File: config.mk
export PLATFORM = sky130hd
export DESIGN_NAME = iotc_top
export DESIGN_NICKNAME = d
export VERILOG_FILES = /design/src/logic/iotc_top.v
export VERILOG_INCLUDE_DIRS = /design/src /design/src/logic
export SDC_FILE = /design/constraint.sdc
export NUM_CORES = 1
export LEC_CHECK = 0
export BUFFER_PORTS_ARGS = -buffer_cell sky130_fd_sc_hd__buf_2
export CAP_MARGIN = 25
export CORE_MARGIN = 2
export CORE_UTILIZATION = 45
export DETAILED_ROUTE_END_ITERATION = 8
export PLACE_DENSITY = 0.81
export SYNTH_ARGS = -nofsm -noshare
export SYNTH_HDL_FRONTEND = slang
export SYNTH_SLANG_ARGS = --single-unit
export TNS_END_PERCENT = 50
File: constraint.sdc
create_clock -name clk_sys_i -period 1.41 [get_ports clk_sys_i]
set_input_delay 0.0705 -clock clk_sys_i [delete_from_list [all_inputs] [get_ports clk_sys_i]]
set_output_delay 0.0705 -clock clk_sys_i [all_outputs]
set_load 0.02 [all_outputs]
File: src/logic/iotc_regs.vh
`ifndef IOTC_REGS_VH
`define IOTC_REGS_VH

// byte address of the tuning register on the register bus
`define IOTC_TUNING_ADDR      4'h0
`define IOTC_ADDR_W           4
// field layout of the tuning register
`define IOTC_SRC_SEL_BIT      7
`define IOTC_MULT_EN_BIT      6
`define IOTC_TRIM_MSB         5
`define IOTC_TRIM_LSB         0
`define IOTC_TRIM_W           6
`define IOTC_TUNING_W         8
// reset values
`define IOTC_TUNING_RST       8'h00
`define IOTC_TRIM_RST         6'h00
// axi responses
`define IOTC_RESP_OKAY        2'h0
`define IOTC_RESP_SLVERR      2'h2

`endif

File: src/logic/iotc_top.v
// Implementation choices: the AXI4-Lite register port and the register offsets.
`timescale 1ns/1ps
`include "iotc_regs.vh"

module iotc_top (
  input  wire        clk_sys_i,        // system clock, 100 MHz
  input  wire        nrst_i,           // async reset, active low
  input  wire        clk_en_i,         // clock enable, freezes state when low
  input  wire [3:0]  s_axi_awaddr_i,   // write address
  input  wire        s_axi_awvalid_i,  // write address valid
  output reg         s_axi_awready_o,  // write address ready
  input  wire [31:0] s_axi_wdata_i,    // write data
  input  wire [3:0]  s_axi_wstrb_i,    // write byte strobes
  input  wire        s_axi_wvalid_i,   // write data valid
  output reg         s_axi_wready_o,   // write data ready
  output reg  [1:0]  s_axi_bresp_o,    // write response
  output reg         s_axi_bvalid_o,   // write response valid
  input  wire        s_axi_bready_i,   // write response ready
  input  wire [3:0]  s_axi_araddr_i,   // read address
  input  wire        s_axi_arvalid_i,  // read address valid
  output reg         s_axi_arready_o,  // read address ready
  output reg  [31:0] s_axi_rdata_o,    // read data
  output reg  [1:0]  s_axi_rresp_o,    // read response
  output reg         s_axi_rvalid_o,   // read data valid
  input  wire        s_axi_rready_i,   // read data ready
  output reg  [5:0]  trim_code_o,      // signed trim to fast oscillator
  output reg         low_freq_source_select_o, // 31 kHz source choice
  output reg         multiplier_enable_o       // 4x multiplier enable
);

  // one-hot states shared by the write address and write data channels
  localparam [2:0] CH_IDLE  = 3'b001;  // ready low, nothing held
  localparam [2:0] CH_OFFER = 3'b010;  // ready high for this cycle only
  localparam [2:0] CH_HELD  = 3'b100;  // item taken, waits for the commit
  // one-hot states of the read channel
  localparam [2:0] RD_IDLE  = 3'b001;  // arready low, nothing pending
  localparam [2:0] RD_ADDR  = 3'b010;  // arready high for this cycle only
  localparam [2:0] RD_DATA  = 3'b100;  // rvalid stands until rready
  localparam       NUM_WCH  = 2;       // write address and write data

  // clock enable low freezes every flop below, bus handshakes included,
  // so a master must not count on progress while it is low
  reg  [`IOTC_ADDR_W-1:0]   aw_addr_q;
  reg  [`IOTC_TUNING_W-1:0] w_data_q;
  reg                       w_byte0_q;
  reg  [2:0]                rd_state_q;
  reg  [2:0]                rd_state_d;
  wire [NUM_WCH-1:0]        ch_valid;
  wire [NUM_WCH-1:0]        ch_held;
  wire [NUM_WCH-1:0]        ch_offer_d;
  wire                      aw_take;
  wire                      w_take;
  wire                      commit;
  wire                      load_tuning;
  wire                      ar_take;
  wire                      wr_hit;
  wire                      rd_hit;
  wire [`IOTC_TUNING_W-1:0] tuning_now;
  wire [`IOTC_TUNING_W-1:0] tuning_d;

  assign ch_valid    = {s_axi_wvalid_i, s_axi_awvalid_i};
  assign aw_take     = s_axi_awvalid_i & s_axi_awready_o;
  assign w_take      = s_axi_wvalid_i & s_axi_wready_o;
  // address and data may arrive in either order; commit once both are
  // held and the previous response has been accepted
  assign commit      = ch_held[0] & ch_held[1] & ~s_axi_bvalid_o;
  assign wr_hit      = (aw_addr_q == `IOTC_TUNING_ADDR);
  // a cleared lane-0 strobe still answers okay but leaves the bits alone
  assign load_tuning = commit & wr_hit & w_byte0_q;
  assign ar_take     = s_axi_arvalid_i & s_axi_arready_o;
  assign rd_hit      = (s_axi_araddr_i == `IOTC_TUNING_ADDR);
  // read back straight from the output flops, no shadow copy to drift
  assign tuning_now  = {low_freq_source_select_o, multiplier_enable_o,
                        trim_code_o};

  // both write channels run the same ready/hold cycle; ready is offered
  // every other idle cycle so that it can come straight from a flop
  genvar ch;
  generate
    for (ch = 0; ch < NUM_WCH; ch = ch + 1) begin : g_wch
      reg [2:0] state_q;
      reg [2:0] state_d;

      always @* begin
        state_d = state_q;
        case (state_q)
          CH_IDLE: begin
            state_d = CH_OFFER;
          end
          CH_OFFER: begin
            // ready is high now: valid means the item is taken
            state_d = ch_valid[ch] ? CH_HELD : CH_IDLE;
          end
          CH_HELD: begin
            // refuse a second item until this one is committed
            state_d = commit ? CH_IDLE : CH_HELD;
          end
          default: begin
            state_d = CH_IDLE;
          end
        endcase
      end

      always @(posedge clk_sys_i or negedge nrst_i) begin
        if (!nrst_i) begin
          state_q <= CH_IDLE;
        end else if (clk_en_i) begin
          state_q <= state_d;
        end
      end

      assign ch_held[ch]    = state_q[2];
      assign ch_offer_d[ch] = state_d[1];
    end
  endgenerate

  // ready outputs mirror the offer state of each channel
  always @(posedge clk_sys_i or negedge nrst_i) begin
    if (!nrst_i) begin
      s_axi_awready_o <= 1'b0;
      s_axi_wready_o  <= 1'b0;
    end else if (clk_en_i) begin
      s_axi_awready_o <= ch_offer_d[0];
      s_axi_wready_o  <= ch_offer_d[1];
    end
  end

  // write payload; only byte lane 0 carries register bits, the upper
  // lanes and their strobes are ignored
  always @(posedge clk_sys_i or negedge nrst_i) begin
    if (!nrst_i) begin
      aw_addr_q <= 4'h0;
      w_data_q  <= `IOTC_TUNING_RST;
      w_byte0_q <= 1'b0;
    end else if (clk_en_i) begin
      if (aw_take) begin
        aw_addr_q <= s_axi_awaddr_i;
      end
      if (w_take) begin
        w_data_q  <= s_axi_wdata_i[`IOTC_TUNING_W-1:0];
        w_byte0_q <= s_axi_wstrb_i[0];
      end
    end
  end

  // write response; an unmapped address is refused with slverr and
  // writes nothing
  always @(posedge clk_sys_i or negedge nrst_i) begin
    if (!nrst_i) begin
      s_axi_bvalid_o <= 1'b0;
      s_axi_bresp_o  <= `IOTC_RESP_OKAY;
    end else if (clk_en_i) begin
      if (commit) begin
        s_axi_bvalid_o <= 1'b1;
        s_axi_bresp_o  <= wr_hit ? `IOTC_RESP_OKAY : `IOTC_RESP_SLVERR;
      end else if (s_axi_bvalid_o && s_axi_bready_i) begin
        s_axi_bvalid_o <= 1'b0;
      end
    end
  end

  // next value of each register bit; all eight bits are plain read/write
  // storage, so one loop covers them
  genvar b;
  generate
    for (b = 0; b < `IOTC_TUNING_W; b = b + 1) begin : g_bit
      assign tuning_d[b] = load_tuning ? w_data_q[b] : tuning_now[b];
    end
  endgenerate

  // register bits are the output flops themselves: the new trim reaches
  // the oscillator on the same edge that raises bvalid
  always @(posedge clk_sys_i or negedge nrst_i) begin
    if (!nrst_i) begin
      trim_code_o              <= `IOTC_TRIM_RST;
      multiplier_enable_o      <= 1'b0;
      low_freq_source_select_o <= 1'b0;
    end else if (clk_en_i) begin
      // the analog side then slews with no completion flag to software
      // trim feeds the fast oscillator only, never the slow one
      trim_code_o <= tuning_d[`IOTC_TRIM_MSB:`IOTC_TRIM_LSB];
      multiplier_enable_o <= tuning_d[`IOTC_MULT_EN_BIT];
      low_freq_source_select_o <= tuning_d[`IOTC_SRC_SEL_BIT];
    end
  end

  // read channel: one read at a time, no new address while rvalid stands
  always @* begin
    rd_state_d = rd_state_q;
    case (rd_state_q)
      RD_IDLE: begin
        rd_state_d = RD_ADDR;
      end
      RD_ADDR: begin
        rd_state_d = s_axi_arvalid_i ? RD_DATA : RD_IDLE;
      end
      RD_DATA: begin
        rd_state_d = s_axi_rready_i ? RD_IDLE : RD_DATA;
      end
      default: begin
        rd_state_d = RD_IDLE;
      end
    endcase
  end

  // read data is captured when the address is taken and then stands
  always @(posedge clk_sys_i or negedge nrst_i) begin
    if (!nrst_i) begin
      rd_state_q      <= RD_IDLE;
      s_axi_arready_o <= 1'b0;
      s_axi_rvalid_o  <= 1'b0;
      s_axi_rresp_o   <= `IOTC_RESP_OKAY;
      s_axi_rdata_o   <= 32'h0000_0000;
    end else if (clk_en_i) begin
      rd_state_q      <= rd_state_d;
      s_axi_arready_o <= rd_state_d[1];
      s_axi_rvalid_o  <= rd_state_d[2];
      if (ar_take) begin
        s_axi_rresp_o <= rd_hit ? `IOTC_RESP_OKAY : `IOTC_RESP_SLVERR;
        s_axi_rdata_o <= rd_hit ? {24'h00_0000, tuning_now} : 32'h0000_0000;
      end
    end
  end

endmodule

# After elaboration in Yosys (flattened, before gate mapping)
# Cells that the tools add are included.
[totals] register_bits=71 memories=0 ramBits=0 latch_bits=0 mem_bits_ro=0 wordCells=57 inputBits=52 out_inout_bits=49
[classes] order_cmp=0 mul=0 n_eq_ne=9 shift=0 n_reduce_logical=10 addsub=0 n_mux=13 bitwise=8 n_div=0
[op_table] cell="$pmux W3 S3" n=3
[op_table] cell="$mux W3" n=5
[op_table] cell="$reduce_and A2 Y1" n=6
[op_table] cell="$eq A3 B1 Y1 const B" n=3
[op_table] cell="$eq A3 B2 Y1 const B" n=3
[op_table] cell="$eq A3 B3 Y1 const B" n=3
[op_table] cell="$logic_not A4 Y1" n=2
[op_table] cell="$mux W8" n=1
[op_table] cell="$and A1 B1 Y1" n=7
[op_table] cell="$mux W2" n=2
[op_table] cell="$mux W1" n=2
[op_table] cell="$reduce_bool A2 Y1" n=1
[op_table] cell="$logic_and A1 B1 Y1" n=1
[op_table] cell="$not A1 Y1" n=1

# Depth between registers and ports, before layout
# Gate-level depths: netlist of the first run.
[depth] word_depth=5 mapped_depth=4 depth_no_buf=3

# Worst setup path before layout of the first run
# OpenSTA, ideal clock, no wires.
[synth_path] path_type="register to register" startpoint="register s_axi_bvalid_o" endpoint="register low_freq_source_select_o" setup_time_ns=0.125 stages_incl_launch_ff=4 n_path_buf=0 period_less_slack_ns=1.374 t_arrival_ns=1.249 setup_slack_ns=0.036 cell_sequence="dfrtp_1 -> and4b_4 -> nand3_4 -> mux2_2"
[synth_between] elab_chain_len=5
[synth_rtl] element="from (decl)" line="iotc_top.v:17" text="output reg s_axi_bvalid_o,"
[synth_rtl] element="from (signal assigned)" line="iotc_top.v:150" text="s_axi_bvalid_o <= 1'b0;"
[synth_rtl] element="from (signal assigned)" line="iotc_top.v:154" text="s_axi_bvalid_o <= 1'b1;"
[synth_rtl] element="from (signal assigned)" line="iotc_top.v:157" text="s_axi_bvalid_o <= 1'b0;"
[synth_rtl] element="$not A1 Y1" line="iotc_top.v:66" text="assign commit = ch_held[0] & ch_held[1] & ~s_axi_bvalid_o;"
[synth_rtl] element="$and A1 B1 Y1" line="iotc_top.v:66"
[synth_rtl] element="$and A1 B1 Y1 (2 in a row)" line="iotc_top.v:69" text="assign load_tuning = commit & wr_hit & w_byte0_q;"
[synth_rtl] element="$reduce_and A2 Y1 (no line)"
[synth_rtl] element="to (signal assigned)" line="iotc_top.v:183" text="low_freq_source_select_o <= tuning_d[`IOTC_SRC_SEL_BIT];"
[synth_rtl] element="to (decl)" line="iotc_top.v:27" text="output reg low_freq_source_select_o,"
# Every way passes these cells.
# A chain may end at the register's enable or synchronous reset.

# Worst setup path in the final report of the first run
[layout_path] startpoint="register aw_addr_q[1]" endpoint="register trim_code_o[3]"
[layout_between] elab_chain_len=4
[layout_rtl] element="from (decl)" line="iotc_top.v:43" text="reg [`IOTC_ADDR_W-1:0] aw_addr_q;"
[layout_rtl] element="from (signal assigned)" line="iotc_top.v:137" text="aw_addr_q <= s_axi_awaddr_i;"
[layout_rtl] element="$logic_not A4 Y1 (no line)"
[layout_rtl] element="$and A1 B1 Y1 (2 in a row)" line="iotc_top.v:69"
[layout_rtl] element="$reduce_and A2 Y1 (no line)"
[layout_rtl] element="to (signal assigned)" line="iotc_top.v:175" text="trim_code_o <= `IOTC_TRIM_RST;"
[layout_rtl] element="to (signal assigned)" line="iotc_top.v:181" text="trim_code_o <= tuning_d[`IOTC_TRIM_MSB:`IOTC_TRIM_LSB];"
[layout_rtl] element="to (decl)" line="iotc_top.v:26" text="output reg [5:0] trim_code_o,"
# Every way passes these cells.

==> results of run 1 <==
synth_stat cells, drive strengths merged:
cell,count
dfrtp,38
buf,30
mux2,21
a22o,9
nand2,8
inv,6
nand3,5
nor2,4
a21oi,3
dfstp,3
mux2i,3
nor2b,3
o22ai,3
o31ai,3
a22oi,2
o22a,2
a21o,1
and4b,1
conb,1
nand3b,1
nor3,1
nor4,1
o21ai,1
o31a,1
o41ai,1
or3,1
or4,1
cell type report:
cell class / instances / area (um^2) / area share [%]
flip-flops and latches: 41 / 1030 / 43.34
multi-input cells: 102 / 740.7 / 31.17
repair buffers: 64 / 400.4 / 16.85
clock buffers: 6 / 82.58 / 3.476
well taps: 50 / 62.56 / 2.633
clock inverters: 2 / 37.54 / 1.580
inverters: 6 / 22.52 / 0.9479
report_power, final:
part / total [W] / internal (W) / leakage [nW] / switching [W]
registers: 0.00183 / 0.00153 / 0.524 / 0.000299
clock network: 0.000986 / 0.000575 / 0.0574 / 0.000411
logic: 0.000925 / 0.000466 / 0.651 / 0.000459
per-stage QoR:
step / worst slack [ps] / hold WS (ps) / area (um^2) / std cells / TNS [ps]
after floorplan: 36.25 / -225.1 / 2011 / 179 / 0
after global placement: 54.13 / 23.32 / 2156 / 253 / 0
after detailed placement: 15.51 / 24.16 / 2156 / 253 / 0
after CTS: 18.02 / 1.269 / 2336 / 267 / 0
after global routing: -45.23 / 0.3424 / 2376 / 271 / -260.1
final: 44.79 / 7.128 / 2376 / 271 / 0
sequential cells by signal (all words and copies together), names as in the netlist:
register,flops
s_axi_rdata_o,8
w_data_q,8
rd_state_q,2
aw_addr_q,4
s_axi_bresp_o,1
low_freq_source_select_o,1
s_axi_bvalid_o,1
s_axi_rresp_o,1
multiplier_enable_o,1
s_axi_rvalid_o,1
g_wch.state_q,6
w_byte0_q,1
trim_code_o,6
logic make-up (layout without fill, tap and decap cells):
| group | Yosys count | after routing | share of synthesized area (%) |
|---|---|---|---|
| DFF | 41 | 41 | 53.72 |
| buffers and inverters | 36 | 78 | 12.53 |
| AOI/OAI and AO/OA | 26 | 26 | 10.31 |
| and+or+nand+nor | 26 | 26 | 9.334 |
| muxes | 24 | 24 | 13.90 |
| other | 1 | 26 | 0.1956 |
repair_timing:
item | CTS | global route
endpoints found under the hold margin | 19 | 4
hold buffers | 6 | 4
setup endpoints to repair | 0 | 8
resized for setup | 0 | 0
metal layers:
metal	GRT usage [%]	up-vias
met5	0	-
met4	6.536	0
li1	-	627
met3	6.105	5
met2	25.43	45
met1	17.76	604
worst max-delay path, cell delays in order, from the launching register on:
cell     delay, ps
dfrtp_1        400
nor4_4         360
nand3_4        180
mux2_2         320
how the worst max path moves through the flow:
stage	startpoint	endpoint	slack, ps	cells after the start
CTS	aw_addr_q[1]	trim_code_o[2]	20	3
finish	aw_addr_q[1]	trim_code_o[3]	40	3
global route	aw_addr_q[1]	trim_code_o[3]	-50	3
floorplan	s_axi_bvalid_o	low_freq_source_select_o	40	3
detailed placement	aw_addr_q[1]	trim_code_o[2]	20	3
global placement	aw_addr_q[1]	trim_code_o[3]	50	3
==> metrics.yaml, run 1 <==
clocking:
  postCtsSetupRepairBufs: 0
  path_clk_slew_ps: 80
  clock_path_buffers: 2
  cts.sinks: 41
  cts-root-buf: "clkbuf_8"
  cts_buffers: 5
  worstSkewPairLatency_ps: 300
  htreeDepth: 2
  cts_tree: "yes"
floorplanning:
  fp.dieH_um: 69.27
  num_rows: 23
  initial_core_util_pct: 47.24
  dieWidth_um: 69.27
  io_pins: 101
  fp.dieArea_um2: 4798
  core_area_um2: 4058
status:
  outcome: "completed"
final_layout:
  nFillCells: 334
  diodes: 0
  fin_nets: 272
  layout_commonest_cell: "buf_2"
  utilization_pct: 58.56
  layout_common_cells: "buf_2 (47), dfrtp_1 (38), conb_1 (26)"
  drive_above_1_share_pct: 41.63
  area_growth_pct: 23.96
hold_path:
  hold_class: "input pin to flip-flop"
  whs_endpoint: "aw_addr_q[1]"
  min_path_cells: 2
  hold_path.startpoint: "s_axi_awaddr_i[1]"
placed_design:
  dp_hpwl_um: 2608
  portBuffers: 47
  place_congestion: 0.7195
worst_setup_path:
  cp-start-kind: "flip-flop"
  ff2ff_path_depth: 3
  cp-end-kind: "flip-flop"
  worstPathRequired_ps: 1600
  timing.rr.end: "trim_code_o[3]"
  ff2ff_setup_slack_ps: 40
  cp_max_fo: 8
  crit_arrival_ps: 1550
  reg2reg_from: "aw_addr_q[1]"
  critPathKind: "flip-flop to flip-flop"
grt:
  grt_max_degree: 26
  gr-total-overflow: 0
  antenna_found_initial: 0
  track_usage_pct: 15.41
  grt_pass1_wl_um: 5733
  grt_pass1_vias: 1262
timing:
  finalCritPeriodShare_pct: 96.82
  fmax_mhz: 732.5
  rsz0062_at_grt: "yes"
  skew_ps: 10.20
  hold_violations: 0
  finalCriticalPeriod_ps: 1365
  setup_viol: 0
  slew_violations: 0
detailed_routing:
  routed.top_layer: "met4"
  num_vias: 1281
  drc: 0
  wl_met3_um: 223
  firstDrtPassIters: 4
  vias_per_cell: 4.727
  drt_iter0_drc: 19
  postRouteAntennaNets: 0
  drt-total-wl_um: 3540
  wire_per_inst_um: 13.06
  m1WireLength_um: 1426
  wl_met2_um: 1828
yosys:
  synth_top_area_share_pct: 49.61
  synth_area_um2: 1917
  synth_area_per_cell_um2: 12.45
  yosys.area.top_type: "dfrtp_1"
  ys_seq_area_share_pct: 53.72
  ys_warn_count: 0
  synthCells: 154
  ys_ff_latch: 41
  ys_types: 31
  synth_area_leaders: "dfrtp_1 (50%), mux2_2 (12%), buf_4 (11%), dfstp_2 (4.1%), a22o_1 (4.1%)"
run:
  max_cap_viol_count: 0
power_and_ir_drop:
  leakage_nw: 1.233
  p_per_area_nw_per_um2: 1574
  total_power_w: 0.003741
  vdd_drop_max_v: 0.001010
No activity file was read; power rests on OpenSTA's default activity.
==> run 2: changes to the inputs <==
--- a/config.mk
+++ b/config.mk
@@ -6,12 +6,14 @@
 export SDC_FILE = /design/constraint.sdc
 export NUM_CORES = 1
 export LEC_CHECK = 0
+export ABC_AREA = 1
 export BUFFER_PORTS_ARGS = -buffer_cell sky130_fd_sc_hd__buf_2
 export CAP_MARGIN = 25
+export CORE_ASPECT_RATIO = 1.25
 export CORE_MARGIN = 2
 export CORE_UTILIZATION = 45
 export DETAILED_ROUTE_END_ITERATION = 8
-export PLACE_DENSITY = 0.81
+export PLACE_DENSITY = 0.8
 export SYNTH_ARGS = -nofsm -noshare
 export SYNTH_HDL_FRONTEND = slang
 export SYNTH_SLANG_ARGS = --single-unit
==> metrics.yaml, run 2 <==
status:
  outcome: "completed"
detailed_routing:
  vias_per_cell: 4.682  # -0.94%
  firstDrtPassIters: 4  # unchanged
  postRouteAntennaNets: 0  # unchanged
  num_vias: 1592  # +24%
  drt_iter0_drc: 56  # +37
  drt-total-wl_um: 3895  # +10%
  wire_per_inst_um: 11.46  # -12%
  drc: 0  # unchanged
yosys:
  synth_compound_area_share_pct: 12.58  # +2.3 points
  ys_types: 24  # -23%
  synthAdderAreaFrac_pct: 0  # unchanged
  synth_area_um2: 2028  # +5.8%
  synth_area_leaders: "dfrtp_1 (47%), buf_4 (9.6%), nand2_1 (6.1%), nor2_1 (5.9%), inv_1 (4.6%)"
  synthCells: 225  # +46%
  ys.flop_type: "dfrtp_1"
  ys_warn_count: 0  # unchanged
  yosysMostFrequentCell: "dfrtp_1"
  synthMuxAreaShare_pct: 0.5552  # -13 points
  ys_ff_latch: 41  # unchanged
  synth_top_area_share_pct: 46.88  # -2.7 points
  ys_seq_area_share_pct: 50.77  # -2.9 points
  synthTopCellsByCount: "dfrtp_1 (38), nand2_1 (33), nor2_1 (32)"
  synth_top_family_by_area: "simple AND/OR/NAND/NOR gates"
  yosys.area.top_type: "dfrtp_1"
  synth-edff-count: 0  # unchanged
  synth-xor-area-share_pct: 0  # unchanged
  synth_area_per_cell_um2: 9.014  # -28%
  yosys.area_share.simple_pct: 19.80  # +10 points
  async_reset_ff_share_pct: 100.0  # unchanged
power_and_ir_drop:
  vdd_drop_max_v: 0.0006385  # -37%
  total_power_w: 0.003716  # -0.65%
  leakage_nw: 1.307  # +6.0%
  p_per_area_nw_per_um2: 1553  # -1.3%
final_layout:
  layout_commonest_cell: "buf_2"
  reg.largest.list: "s_axi_rdata_o (8), w_data_q (8)"
  nFillCells: 388  # +16%
  fin_nets: 333  # +22%
  regArea_um2: 1032  # +0.24%
  multiInputGateArea_um2: 788.3  # +6.4%
  area_growth_pct: 17.95
  layout_common_cells: "buf_2 (47), dfrtp_1 (36), nand2_1 (32)"
  drive_above_1_share_pct: 29.79  # -12 points
  diodes: 0  # unchanged
  stdcell_area_um2: 2392  # +0.68%
timing:
  hold_violations: 0  # unchanged
  fmax_mhz: 769.0  # +5.0%
  relSlewSlack_pct: 66.24
  finalCriticalPeriod_ps: 1300  # -64.79 ps
  setup_viol: 0  # unchanged
  slew_violations: 0  # unchanged
  rsz0062_at_grt: "no"
  skew_ps: 5.609  # -4.595 ps
  fin_setup_tns_ps: 0  # unchanged
  finalCritPeriodShare_pct: 92.23  # -4.6 points
  worst_slew_pin_slew_ps: 506.4
worst_setup_path:
  cp-start-kind: "flip-flop"
  ff2ff_path_depth: 5  # +2
  worstPathRequired_ps: 1590  # about the same
  cp_max_fo: 8  # unchanged
  crit_arrival_ps: 1480  # -70 ps
  crit_family: "simple AND/OR/NAND/NOR gates"
  crit_slowest_cell: "dfrtp_2"
  ff2ff_setup_slack_ps: 110  # +60 ps
  timing.rr.end: "trim_code_o[0]"
  max_stage_delay_ps: 400  # about the same
  cp-end-kind: "flip-flop"
  worstPathCellList: "nand2_1 -> nor3_4 -> nand3_4 -> nand2_1 -> o21ai_2"
  cp.depth: 5  # +2
  critPathKind: "flip-flop to flip-flop"
  crit_end: "trim_code_o[0]"
  crit_top_cell: "nand2_1"
  crit_path_start: "g_wch[1].state_q[2]"
  reg2reg_from: "g_wch[1].state_q[2]"
  cp_num_buf_inv: 0  # unchanged
clocking:
  htreeDepth: 2  # unchanged
  cts-root-buf: "clkbuf_8"
  cts_buffers: 5  # unchanged
  path_clk_slew_ps: 80  # about the same
  cts.sinks: 41  # unchanged
  worstSkewPairLatency_ps: 290  # about the same
  clock_path_buffers: 2  # unchanged
  cts_tree: "yes"
run:
  max_cap_viol_count: 0  # unchanged
placed_design:
  place_congestion: 0.7561  # +5.1%
  portBuffers: 47  # unchanged
  dp_hpwl_um: 2757  # +5.7%
  placed_cell_area_um2: 2226  # +3.2%
floorplanning:
  num_rows: 27  # +17%
  initial_core_util_pct: 46.54  # -0.70 points
  io_pins: 101  # unchanged
  fp.dieH_um: 79.06  # +14%
  fp.dieArea_um2: 5063  # +5.5%
  dieWidth_um: 64.05  # -7.5%
  core_area_um2: 4358  # +7.4%
grt:
  track_usage_pct: 15.36  # -0.050 points
  grt_pass1_vias: 1357  # +7.5%
  antenna_found_initial: 0  # unchanged
  grt_pass1_wl_um: 5954  # +3.9%
  grt_max_degree: 42  # +62%
  gr-total-overflow: 0  # unchanged
hold_path:
  hold_class: "input pin to flip-flop"
-- run 2: kinds of logic after synthesis --
kind of cell,count (synthesis)
and+or+nand+nor,87
buffers and inverters,56
DFF,41
AOI/OAI and AO/OA,39
muxes,1
other,1
-- run 2: routing by layer --
metal  global-route usage (%)  vias up  wire length (um)
met4                    9.783        0               138
met3                    3.116       10               222
met1                    17.98      733              1542
li1                         -      786                 -
met5                        0        -                 0
met2                    25.52       63              1991
-- run 2: worst min path at each step --
stage	from	end	slack, ps	depth (start not counted)
global route	s_axi_wstrb_i[0]	w_byte0_q	9	2
finish	s_axi_wstrb_i[0]	w_byte0_q	10	2
floorplan	nrst_i	aw_addr_q[0]	-230	0
CTS	s_axi_wstrb_i[0]	w_byte0_q	10	2
detailed placement	nrst_i	g_wch[0].state_q[1]	160	2
global placement	nrst_i	aw_addr_q[1]	160	2
-- run 2: stage by stage --
step / utilization [%] / setup slack [ps] / instances / hold slack, ps
3_5_place_dp: 51.08 / 75.45 / 328 / 162.6
6_report: 54.90 / 109.6 / 340 / 14.97
5_1_grt: 54.90 / 7.922 / 340 / 9.202
4_1_cts: 53.98 / 67.94 / 337 / 13.42
2_1_floorplan: - / 180.1 / 250 / -225.1
3_3_place_gp: 51.08 / 124.3 / 328 / 158.1
-- run 2: where the power goes --
part | switching [W] | total (W) | internal [W]
Clock | 0.000385 | 0.000962 | 0.000577
Sequential | 0.000223 | 0.00173 | 0.00151
Combinational | 0.000673 | 0.00102 | 0.000350
Total | 0.00128 | 0.00372 | 0.00243
-- run 2: area by class of cell --
| class | count | share of cell area, % |
|---|---|---|
| sequential | 41 | 43.15 |
| timing repair buffer | 53 | 11.82 |
| multi-input combinational | 154 | 32.95 |
| clock buffer | 7 | 3.609 |
| tap | 58 | 3.033 |
| clock inverter | 1 | 1.255 |
| inverter | 26 | 4.184 |
-- run 2: repair_timing --
action,4_1_cts,5_1_grt
buffers inserted,0,2
setup endpoints to repair,0,7
gates resized for setup,0,5
endpoints found under the hold margin,38,0
hold buffers,1,0
==> run 3: changes to the inputs <==
--- a/config.mk
+++ b/config.mk
@@ -9,7 +9,7 @@
 export ABC_AREA = 1
 export BUFFER_PORTS_ARGS = -buffer_cell sky130_fd_sc_hd__buf_2
 export CAP_MARGIN = 25
-export CORE_ASPECT_RATIO = 1.25
+export CORE_ASPECT_RATIO = 0.6
 export CORE_MARGIN = 2
 export CORE_UTILIZATION = 45
 export DETAILED_ROUTE_END_ITERATION = 8
==> metrics.yaml, run 3 (same netlist as run 2, synthesis figures left out) <==
status:
  outcome: "completed"
timing:
  skew_ps: 4.829  # -0.7799 ps
  slew_violations: 0  # unchanged
  worst_slew_pin_slew_ps: 508.5  # +2.137 ps
  holdWs_ps: 20.58  # +5.610 ps
  finalCritPeriodShare_pct: 90.11  # -2.1 points
  fmax_mhz: 787.0  # +2.3%
  rsz0062_at_grt: "no"
  setup_viol: 0  # unchanged
  hold_violations: 0  # unchanged
  finalCriticalPeriod_ps: 1271  # -29.81 ps
  relSlewSlack_pct: 66.10  # -0.14 points
  fin_setup_tns_ps: 0  # unchanged
grt:
  track_usage_pct: 14.99  # -0.37 points
  antenna_found_initial: 0  # unchanged
  gr-total-overflow: 0  # unchanged
  grt_pass1_vias: 1213  # -11%
  grt_pass1_wl_um: 5913  # -0.69%
  grt_max_degree: 42  # unchanged
clocking:
  cts.sinks: 41  # unchanged
  cts_resized: 0  # unchanged
  postCtsSetupRepairBufs: 0  # unchanged
  worstSkewPairLatency_ps: 290  # about the same
  cts-root-buf: "clkbuf_8"
  path_clk_slew_ps: 70  # about the same
  cts_tree: "yes"
  cts_buffers: 5  # unchanged
  htreeDepth: 2  # unchanged
  clock_path_buffers: 2  # unchanged
  hold_buffers: 1  # unchanged
floorplanning:
  initial_core_util_pct: 48.16  # +1.6 points
  num_rows: 18  # -33%
  io_pins: 101  # unchanged
  core_area_um2: 4212  # -3.4%
  fp.dieArea_um2: 5078  # +0.28%
  dieWidth_um: 90.67  # +42%
  fp.dieH_um: 56  # -29%
final_layout:
  fin_nets: 332  # -0.30%
  diodes: 0  # unchanged
  drive_above_1_share_pct: 28.47  # -1.3 points
  nFillCells: 411  # +5.9%
  layout_common_cells: "buf_2 (47), dfrtp_1 (38), nand2_1 (33)"
  multiInputGateArea_um2: 765.7  # -2.9%
  stdcell_count: 341  # +0.29%
  area_growth_pct: 16.10
  utilization_pct: 55.91  # +1.0 points
  reg.largest.list: "s_axi_rdata_o (8), w_data_q (8)"
  regArea_um2: 1030  # -0.24%
  layout_commonest_cell: "buf_2"
detailed_routing:
  wire_per_inst_um: 11.17  # -2.5%
  vias_per_cell: 4.431  # -5.4%
  num_vias: 1511  # -5.1%
  drc: 0  # unchanged
  postRouteAntennaNets: 0  # unchanged
  drt-total-wl_um: 3808  # -2.2%
  drt_iter0_drc: 103  # +84%
  firstDrtPassIters: 4  # unchanged
worst_setup_path:
  worstPathRequired_ps: 1590  # about the same
  crit_family: "simple AND/OR/NAND/NOR gates"
  cp_num_buf_inv: 1  # +1
  crit_top_cell: "nand2_1"
  cp_max_fo: 16  # +8
  ff2ff_path_depth: 6  # +1
  critPathKind: "flip-flop to flip-flop"
  max_stage_delay_ps: 370  # -30 ps
  cp-start-kind: "flip-flop"
  cp.depth: 6  # +1
  ff2ff_setup_slack_ps: 140  # +30 ps
  timing.rr.end: "multiplier_enable_o"
  worstPathCellList: "inv_1 -> nand2_1 -> nor2_1 -> nand3_4 -> nand2_1 -> o21ai_2"
  reg2reg_from: "aw_addr_q[1]"
  cp-end-kind: "flip-flop"
  crit_arrival_ps: 1450  # -30 ps
  crit_slowest_cell: "dfrtp_1"
power_and_ir_drop:
  leakage_nw: 1.306  # -0.11%
  p_per_area_nw_per_um2: 1509  # -2.8%
  vdd_drop_max_v: 0.0007267  # +14%
  total_power_w: 0.003554  # -4.4%
placed_design:
  placed_cells: 332  # +1.2%
  portBuffers: 47  # unchanged
  dp_hpwl_um: 2817  # +2.2%
  place_congestion: 0.8270  # +9.4%
hold_path:
  whs_endpoint: "w_byte0_q"
  min_path_cells: 2  # unchanged
  hold_class: "input pin to flip-flop"
  hold_path.startpoint: "s_axi_wstrb_i[0]"
run:
  max_cap_viol_count: 0  # unchanged
==> run 3: changes by cell type in the layout (fill, tap and decap cells not counted), sizes merged <==
| cell | change |
|---|---|
| bufinv | -1 |
| nand3 | -1 |
| clkinv | +1 |
==> run 3: metrics by stage <==
| step | instance area, um^2 | setup slack [ps] |
|---|---|---|
| after global placement | 2243 | 160.5 |
| after global routing | 2355 | 30.91 |
| after detailed placement | 2243 | 141.8 |
| final | 2355 | 139.4 |
| after CTS | 2355 | 125.5 |
| after floorplan | 2122 | 180.1 |
==> run 3: worst max-delay path by stage <==
stage | from | to | slack, ps
floorplan | s_axi_bvalid_o | trim_code_o[3] | 180
global placement | aw_addr_q[0] | trim_code_o[2] | 160
detailed placement | aw_addr_q[1] | multiplier_enable_o | 140
CTS | aw_addr_q[1] | multiplier_enable_o | 130
global route | aw_addr_q[1] | trim_code_o[0] | 30
finish | aw_addr_q[1] | multiplier_enable_o | 140
==> run 3: per-layer routing <==
layer  part of all wire [%]  track usage, %
met1                     53           22.15
met2                     39           19.30
met3                    7.3           5.014
met4                   0.95           7.253
met5                      0               0
==> run 3: final cells by class <==
type | count | share of cell area (%)
Clock inverter | 1 | 0.2125
Inverter | 26 | 4.251
Sequential cell | 41 | 43.73
Timing Repair Buffer | 53 | 12.01
Clock buffer | 7 | 4.091
Multi-Input combinational cell | 153 | 32.52
Tap cell | 60 | 3.188
==> run 3: worst register-to-register path: stages (launching register included) <==
cell and delay (ps):
dfrtp_1 370, inv_1 70, nand2_1 50, nor2_1 220
nand3_4 250, nand2_1 160, o21ai_2 60
==> run 3: where the power goes <==
group | internal, W | leakage, nW | total, W | switching, W
Combinational | 0.000346 | 0.741 | 0.00101 | 0.000669
Sequential | 0.00151 | 0.510 | 0.00171 | 0.000201
Clock | 0.000442 | 0.0542 | 0.000833 | 0.000391
Total | 0.00229 | 1.31 | 0.00355 | 0.00126
